### src/verilog/ddsprb_pkg.sv
// package for the profile register bank: address map, field layout, reset values and types
package ddsprb_pkg;

  localparam int unsigned ADDR_W = 6;
  localparam int unsigned DATA_W = 8;
  localparam int unsigned FTW_W  = 32;
  localparam int unsigned POW_W  = 14;
  localparam int unsigned NPROF  = 3;

  // serial register indices
  localparam logic [4:0] SER_CONTROL_FUNCTION = 5'h00;
  localparam logic [4:0] SER_PROFILE1_FTW     = 5'h05;
  localparam logic [4:0] SER_PROFILE1_POW     = 5'h06;
  localparam logic [4:0] SER_PROFILE2_FTW     = 5'h07;
  localparam logic [4:0] SER_PROFILE2_POW     = 5'h08;
  localparam logic [4:0] SER_PROFILE3_FTW     = 5'h09;
  localparam logic [4:0] SER_PROFILE3_POW     = 5'h0a;
  localparam logic [4:0] SER_RESERVED_PAIR    = 5'h0b;

  // parallel byte addresses
  localparam logic [ADDR_W-1:0] PAR_CFR_BASE    = 6'h00;
  localparam logic [ADDR_W-1:0] PAR_CFR_LAST    = 6'h03;
  localparam logic [ADDR_W-1:0] PAR_PROF1_FTW   = 6'h10;
  localparam logic [ADDR_W-1:0] PAR_PROF_STRIDE = 6'h06;
  localparam logic [ADDR_W-1:0] PAR_POW_OFFSET  = 6'h04;
  localparam logic [ADDR_W-1:0] PAR_RSVD_LO     = 6'h22;
  localparam logic [ADDR_W-1:0] PAR_RSVD_HI     = 6'h23;

  localparam logic [DATA_W-1:0] RSVD_LO_VALUE = 8'hfe;
  localparam logic [DATA_W-1:0] RSVD_HI_VALUE = 8'hff;
  localparam logic [FTW_W-1:0]  CFR_RESET     = 32'h0000_0018;

  // frequency detect pump current field and its multiples of the baseline current
  localparam int unsigned     FD_FIELD_HI = 31;
  localparam int unsigned     FD_FIELD_LO = 30;
  localparam logic [5:0]      FD_MULT_0   = 6'h00;
  localparam logic [5:0]      FD_MULT_20  = 6'h14;
  localparam logic [5:0]      FD_MULT_40  = 6'h28;
  localparam logic [5:0]      FD_MULT_60  = 6'h3c;

  typedef enum logic [1:0] {
    PUMP_IDLE         = 2'h0,
    PUMP_FREQ_DETECT  = 2'h1,
    PUMP_FINAL_CLOSED = 2'h2,
    PUMP_WIDE_CLOSED  = 2'h3
  } ddsprb_pump_e;

  // byte-parallel port pins plus update and profile select pins
  typedef struct packed {
    logic [ADDR_W-1:0] addr;
    logic [DATA_W-1:0] data;
    logic              wr;
    logic              rd;
    logic              update;
    logic [1:0]        profile;
  } ddsprb_pins_s;

  typedef struct packed {
    ddsprb_pins_s                 s1;
    ddsprb_pins_s                 s2;
    logic                         wr_prev;
    logic                         upd_prev;
    logic [NPROF-1:0][FTW_W-1:0]  ftw;
    logic [NPROF-1:0][POW_W-1:0]  pow;
    logic [FTW_W-1:0]             control_function;
    logic [FTW_W-1:0]             act_ftw;
    logic [POW_W-1:0]             act_pow;
    logic [DATA_W-1:0]            rd_data;
    logic [5:0]                   fd_mult;
  } ddsprb_state_s;

endpackage

### src/verilog/ddsprb_bank.sv
// profile register bank: byte-parallel register port, profile words, control function register
module ddsprb_bank (
  input  wire logic                               ref_clk_in,
  input  wire logic                               nrst_in,
  input  wire ddsprb_pkg::ddsprb_pins_s           pins_in,
  input  wire ddsprb_pkg::ddsprb_pump_e           pump_mode_in,
  output logic [ddsprb_pkg::DATA_W-1:0]           rd_data_out,
  output logic [ddsprb_pkg::FTW_W-1:0]            control_function_out,
  output logic [ddsprb_pkg::FTW_W-1:0]            active_ftw_out,
  output logic [ddsprb_pkg::POW_W-1:0]            active_pow_out,
  output logic [5:0]                              fd_pump_mult_out
);
  import ddsprb_pkg::*;

  ddsprb_state_s st_r;
  ddsprb_state_s st_nxt;
  logic          wr_evt;
  logic          upd_evt;

  // edges are taken from the second sync stage only
  assign wr_evt  = st_r.s2.wr & ~st_r.wr_prev;
  assign upd_evt = st_r.s2.update & ~st_r.upd_prev;

  always_comb begin
    logic [ADDR_W-1:0] base;
    logic [ADDR_W-1:0] a;
    logic [DATA_W-1:0] d;
    logic [DATA_W-1:0] rd;
    base   = '0;
    a      = st_r.s2.addr;
    d      = st_r.s2.data;
    rd     = '0;
    st_nxt = st_r;
    st_nxt.s1       = pins_in;
    st_nxt.s2       = st_r.s1;
    st_nxt.wr_prev  = st_r.s2.wr;
    st_nxt.upd_prev = st_r.s2.update;

    // control function bytes, byte n holds bits 8n+7:8n
    if (a <= PAR_CFR_LAST) begin
      rd = st_r.control_function[a[1:0]*8 +: 8];
      if (wr_evt) begin
        st_nxt.control_function[a[1:0]*8 +: 8] = d;
      end
    end

    // profiles one to three share one layout, stride of six bytes
    for (int p = 0; p < NPROF; p++) begin
      base = PAR_PROF1_FTW + ADDR_W'(p) * PAR_PROF_STRIDE;
      if (a >= base && a < base + PAR_POW_OFFSET) begin
        rd = st_r.ftw[p][(a - base)*8 +: 8];
        if (wr_evt) begin
          st_nxt.ftw[p][(a - base)*8 +: 8] = d;
        end
      end
      if (a == base + PAR_POW_OFFSET) begin
        rd = st_r.pow[p][7:0];
        if (wr_evt) begin
          st_nxt.pow[p][7:0] = d;
        end
      end
      if (a == base + PAR_POW_OFFSET + 6'h01) begin
        rd = {2'h0, st_r.pow[p][13:8]};
        if (wr_evt) begin
          st_nxt.pow[p][13:8] = d[5:0];
        end
      end
    end

    // reserved pair is read only; a write there is dropped so the contents survive
    if (a == PAR_RSVD_LO) begin
      rd = RSVD_LO_VALUE;
    end
    if (a == PAR_RSVD_HI) begin
      rd = RSVD_HI_VALUE;
    end

    if (st_r.s2.rd) begin
      st_nxt.rd_data = rd;
    end

    // staged words reach the datapath only on update; profile 0 lives elsewhere
    if (upd_evt && st_r.s2.profile != 2'h0) begin
      st_nxt.act_ftw = st_r.ftw[st_r.s2.profile - 2'h1];
      st_nxt.act_pow = st_r.pow[st_r.s2.profile - 2'h1];
    end

    // other pump modes read their own fields downstream
    if (pump_mode_in == PUMP_FREQ_DETECT) begin
      case (st_r.control_function[FD_FIELD_HI:FD_FIELD_LO])
        2'h0:    st_nxt.fd_mult = FD_MULT_0;
        2'h1:    st_nxt.fd_mult = FD_MULT_20;
        2'h2:    st_nxt.fd_mult = FD_MULT_40;
        2'h3:    st_nxt.fd_mult = FD_MULT_60;
        default: st_nxt.fd_mult = FD_MULT_0;
      endcase
    end else begin
      st_nxt.fd_mult = FD_MULT_0;
    end
  end

  always_ff @(posedge ref_clk_in or negedge nrst_in) begin
    if (!nrst_in) begin
      st_r     <= '0;
      st_r.control_function <= CFR_RESET;
    end else begin
      st_r <= st_nxt;
    end
  end

  assign rd_data_out          = st_r.rd_data;
  assign control_function_out = st_r.control_function;
  assign active_ftw_out       = st_r.act_ftw;
  assign active_pow_out       = st_r.act_pow;
  assign fd_pump_mult_out     = st_r.fd_mult;
endmodule

### config.mk
export PLATFORM = sky130hd
export DESIGN_NAME = ddsprb_bank
export DESIGN_NICKNAME = d
export VERILOG_FILES = /design/src/verilog/ddsprb_pkg.sv /design/src/verilog/ddsprb_bank.sv
export SDC_FILE = /design/constraint.sdc
export NUM_CORES = 1
export LEC_CHECK = 0
export BUFFER_PORTS_ARGS = -buffer_cell sky130_fd_sc_hd__buf_2
export CORE_MARGIN = 8
export CORE_UTILIZATION = 45
export CTS_CLUSTER_DIAMETER = 50
export DETAILED_ROUTE_END_ITERATION = 6
export PLACE_DENSITY = 0.69
export SETUP_SLACK_MARGIN = 0.4
export SYNTH_ARGS = -nofsm -noshare
export SYNTH_HDL_FRONTEND = slang
export SYNTH_SLANG_ARGS = --single-unit
export TNS_END_PERCENT = 30
### constraint.sdc
create_clock -name ref_clk_in -period 4.03 [get_ports ref_clk_in]
set_input_delay 0.806 -clock ref_clk_in [delete_from_list [all_inputs] [get_ports ref_clk_in]]
set_output_delay 0.806 -clock ref_clk_in [all_outputs]
set_load 0.05 [all_outputs]
==> results of run 1 <==
[final timing paths]
check                      slack [ps]                  to
min in group ref_clk_in           340         st_nxt[236]
max in group asynchronous        2770           st_r[123]
max                               430           st_r[166]
min                               260  active_pow_out[12]
max reg2reg                       430           st_r[166]
min reg2reg                       350           st_r[235]
[state kept, by name, indices dropped and copies added, names as in the netlist]
signal                cells
st_r                    157
active_ftw_out           32
control_function_out     32
st_nxt                   21
active_pow_out           14
rd_data_out               8
fd_pump_mult_out          2
[routing by layer]
metal	global-route usage	vias up	wire (µm)	share of wire
met5	0	-	11	0.00027
met4	0.0772	2	1440	0.035
met3	0.0397	109	3510	0.086
met2	0.322	527	18400	0.45
met1	0.298	5361	17600	0.43
li1	-	4749	-	-
[metrics by stage]
| step | power (W) | std cells |
|---|---|---|
| after floorplan | 0.00378 | 1350 |
| after global placement | 0.00396 | 1723 |
| after detailed placement | 0.00398 | 1723 |
| after CTS | 0.00676 | 1786 |
| after global routing | 0.00700 | 1789 |
| final | 0.00674 | 1790 |
[timing repair]
item | CTS | global route
resized for setup | 20 | 35
hold buffers | 0 | 0
setup endpoints to repair | 96 | 95
pin swaps | 2 | 9
setup buffers | 5 | 3
[cells by family after synthesis]
group                    count (synthesis)  share of synthesized area
other                                    1                   0.000261
AND/OR/NAND/NOR                        376                      0.124
flip-flops                             266                      0.463
AO/OA/AOI/OAI                          222                     0.0923
buffers and inverters                  198                     0.0766
multiplexers                           222                      0.190
adder cells (fa/ha/maj)                 48                     0.0423
XOR/XNOR                                16                     0.0113
[synth_stat cells, types with 7 or more instances]
cell	instances	area, µm²
ha_1	47	588
dfrtp_1	264	6610
a211oi_1	8	60.1
a21oi_1	73	365
o22ai_1	10	62.6
o21ai_0	56	280
xnor2_1	10	87.6
nand2_1	110	413
nand4_1	8	50.1
buf_1	16	60.1
nand3_1	31	155
inv_1	22	82.6
a31oi_1	46	288
nor3_1	13	65.1
mux2_2	138	1550
mux4_2	27	608
nand4b_1	8	70.1
clkbuf_1	55	206
a221oi_1	7	61.3
nand2b_1	8	50.1
mux2i_1	56	561
buf_4	92	691
buf_2	11	55.1
nor2_1	148	556
a221o_1	8	80.1
[layout make-up]
type,instances,area share
antenna,1,0.000155
clock buffer,41,0.0541
clock inverter,17,0.00938
inverter,24,0.00605
multi-input combinational,886,0.428
sequential,266,0.413
tap,402,0.0312
timing repair buffer,153,0.0575
[power breakdown]
part	switching, W	total [W]	internal [W]
combinational	0.000744	0.00104	0.000297
sequential	0.000122	0.00293	0.00281
clock	0.00117	0.00277	0.00160
==> impl_metrics.ini, run 1 <==
[run_status]
status = finished clean

[finish]
design_area_um2 = 16100
final_core_util = 0.511
seqCellArea_um2 = 6670
fillers = 2740
area_growth_pct = 12.1
layout.nets = 1433
drive_gt1_frac = 0.312
final_common_cell = dfrtp_1
final_cell_mix = 259 x dfrtp_1, 146 x nor2_1, 135 x mux2_2
multi_input_area_um2 = 6910

[worst_setup_path]
crit_family = simple AND/OR/NAND/NOR gates
critPathCaptureType = flop
r2r-start = st_r[246]
arrival_ps = 4060
crit_path_cell_trace = ha_2 > nor2_1 > a21oi_1 > o32a_1 > nand4b_1 > ha_1 > nand4_1 > nor4b_1 > nand4_1 > nor4b_4 > buf_4 > mux2_2
cp_data_required_time_ps = 4480
path_common_cell = nand4_1
ff2ff_path_depth = 12
crit_path_start_kind = flop
crit_buf_inv = 1
cpPeakStageDelay_ps = 480
crit_path_max_fanout = 8
path_depth = 12
critPathSlowestCell = dfrtp_2
startpoint = st_r[246]
critical_path_class = reg -> reg

[logic_synthesis]
synthFlopType = dfrtp_1
synth.ff_latch_count = 266
synthArstFlopShare = 1.00
synth-edff-count = 0
synth_seq_area_share = 0.463
avgSynthCellArea_um2 = 10.7
synth_cells = 1349
netlist_area_um2 = 14400
synth_warnings = 0
synthDistinctLibCells = 63

[floorplanning]
die_y_um = 195
ios = 115
start_util = 0.456
rows = 65
die_x_um = 195
core_region_area_um2 = 31600
dieArea_um2 = 38000

[route]
vias = 10748
wl_per_cell_um = 22.8
drt_iter0_markers = 1148
avgViaCountPerCell = 6.00
firstDrtPassIters = 6
routed_wl_um = 40900
drtAntennaViolNets = 0
drc_errors = 0

[sta]
worst_pin_slew_ps = 1100
rsz0062_at_grt = yes
relSlewSlack = 0.270
setup_tns_ps = 0
whs_ps = 255
hold_viol = 0
setup_viol = 0
period_minus_slack_ps = 3600
post-route-period-util = 0.894
layout_setup_ws_ps = 428
fin_skew_ps = 25.9
clock.fmax_ghz = 0.278
report.final.slew_viol_count = 0

[pwr]
p_per_area_nw_per_um2 = 418
ir_drop_uv = 351
p_leak_nw = 7.48

[global_route]
grt_overflow = 0
grt_max_degree = 101
grt_use_total = 0.212
antenna_found_initial = 1
grt_pass1_wl_um = 63800
grt_pass1_vias = 10814

[placement]
dpl-instance-area_um2 = 14700
post-place-ws_ps = 161
place_congestion = 0.976
post-dp-hpwl_um = 28500
io_buffers = 112

[clock_network]
cts_tree = built
clk_pin_slew_worst_paths_ps = 60
cts_root_buffer = clkbuf_16
cts_buffers = 31
insertion_delay_ps = 580
cts.sinks = 266
cts_max_level = 1
clk_path_buf_depth = 3

[min_path]
hold_path_class = in -> async

[flow_run]
cap_violations = 0
No activity file was read; power rests on OpenSTA's default activity.
==> inputs of run 2 (changes only) <==
Settings changed: CORE_UTILIZATION 45 to 55, PLACE_DENSITY 0.69 to 0.81, RECOVER_POWER from default to 50.
==> impl_metrics.ini, run 2 (synthesis results as in run 1) <==
[finish]
diodes = 0
area_growth_pct = 10.3
final_common_cell = dfrtp_1
layout.nets = 1432
drive_gt1_frac = 0.300
fillers = 1971
largest_reg_flops = 157
final_cell_mix = 260 x dfrtp_1, 145 x nor2_1, 137 x mux2_2
top_register = st_r

[clock_network]
hold_buffers = 0
cts_root_buffer = clkbuf_16
insertion_delay_ps = 560
cts_buffers = 30
cts.sinks = 266
clk_pin_slew_worst_paths_ps = 60
clk_path_buf_depth = 3
cts_max_level = 1
cts_tree = built

[route]
drc_errors = 0
drt_iter0_markers = 1143
vias = 10794
wl_per_cell_um = 22.8
routed_wl_um = 39300
drtAntennaViolNets = 0
firstDrtPassIters = 5
avgViaCountPerCell = 6.28

[worst_setup_path]
critPathCaptureType = flop
r2r_slack_ps = 420
crit_path_start_kind = flop
r2r_end = st_r[188]
ff2ff_path_depth = 12
cp_data_required_time_ps = 4480
arrival_ps = 4060
r2r-start = st_r[247]
critical_path_class = reg -> reg
crit_path_max_fanout = 8

[min_path]
min_from = st_nxt[234]
whs_path_depth = 0
hold_end = st_nxt[230]
hold_path_class = reg -> reg

[pwr]
p_switching_w = 0.00199
swShare = 0.300
p_per_area_nw_per_um2 = 418
p_leak_nw = 7.40
pwr-share-clk = 0.404
intPower_w = 0.00464
seqPwrFrac = 0.443
combinationalPowerShare = 0.153
ir_drop_uv = 362

[flow_run]
cap_violations = 1

[sta]
setup_viol = 0
fin_skew_ps = 18.4
clock.fmax_ghz = 0.277
worst_pin_slew_ps = 2780
whs_ps = 346
setup_tns_ps = 0
period_minus_slack_ps = 3610
rsz0062_at_grt = yes
relSlewSlack = -0.855
hold_viol = 0
post-route-period-util = 0.896
report.final.slew_viol_count = 109

[floorplanning]
die_x_um = 178
die_y_um = 178
core_region_area_um2 = 25900
start_util = 0.555
rows = 59
dieArea_um2 = 31600
ios = 115

[global_route]
grt_use_total = 0.249
grt_overflow = 0
antenna_found_initial = 1
grt_pass1_vias = 10872
grt_max_degree = 110
grt_pass1_wl_um = 61700

[run_status]
status = finished, violations left
failed_checks = capacitance limit, slew limit

[placement]
post-dp-hpwl_um = 27200
place_congestion = 0.938
io_buffers = 112
-- run 2: cell count changes in the layout (fill, tap and decap cells not counted), moves of 3 or more --
cell / previous run / this run
inv_2: 6 / 3
clkbuf_1: 4 / 10
clkbuf_2: 0 / 4
buf_2: 111 / 108
clkinv_2: 8 / 5
-- run 2: cell type report --
cell class / instances / area [µm²] / share of cell area
clock buffer: 42 / 846 / 0.0533
clock inverter: 14 / 134 / 0.00844
inverter: 24 / 103 / 0.00646
multi-input combinational: 886 / 6820 / 0.429
sequential: 266 / 6660 / 0.420
tap: 335 / 419 / 0.0264
timing repair buffer: 153 / 890 / 0.0561
-- run 2: how the worst max path moves through the flow --
| stage | from | end | slack (ps) |
|---|---|---|---|
| after global placement | st_r[247] | st_r[205] | 180 |
| after CTS | st_r[249] | st_r[155] | 390 |
| final | st_r[247] | st_r[188] | 420 |
| after global routing | st_r[247] | st_r[182] | 250 |
| after detailed placement | st_r[247] | st_r[198] | 8 |
| after floorplan | st_r[248] | st_r[182] | 430 |
-- run 2: metrics by stage --
stage / instances / worst slack, ps / power, W / cell area, µm² / utilization
5_1_grt: 1720 / 249 / 0.00687 / 15900 / 0.612
6_report: 1720 / 420 / 0.00663 / 15900 / 0.612
4_1_cts: 1710 / 389 / 0.00665 / 15700 / 0.607
3_3_place_gp: 1652 / 183 / 0.00394 / 14600 / 0.564
3_5_place_dp: 1652 / 7.88 / 0.00397 / 14600 / 0.564
2_1_floorplan: 1350 / 428 / 0.00378 / 14400 / -
-- run 2: power groups by stage --
stage	clock (W)	combinational (W)	sequential, W
finish	0.00268	0.00101	0.00294
CTS	0.00271	0.00100	0.00293
global route	0.00283	0.00109	0.00295
detailed placement	0	0.000986	0.00298
floorplan	0	0.000854	0.00292
global placement	0	0.000968	0.00298
-- run 2: metal layers --
layer  vias to the layer above  global-route usage  wire length (µm)
li1                       4746                   -                 -
met4                         0               0.119              1820
met2                       501               0.418             19300
met3                       132              0.0481              3100
met1                      5415               0.304             15000
met5                         -                   0                 0
-- run 2: what timing repair did --
action | CTS | global route
pin swaps | 0 | 2
gates cloned | 0 | 0
setup buffers | 2 | 10
gates resized for setup | 17 | 24
hold endpoints to repair | 0 | 0
setup endpoints to repair | 96 | 96
-- run 2: critical path, cell delays in order, from the launching register on --
cell and delay (ps):
dfrtp_2 470, clkinvlp_4 230, ha_1 390, nand3b_1 230, nor2_2 200, nand2_1 80
ha_1 300, nor4_2 270, nand4_1 140, or4_4 480, nor4_4 180, buf_6 200
mux2_2 340
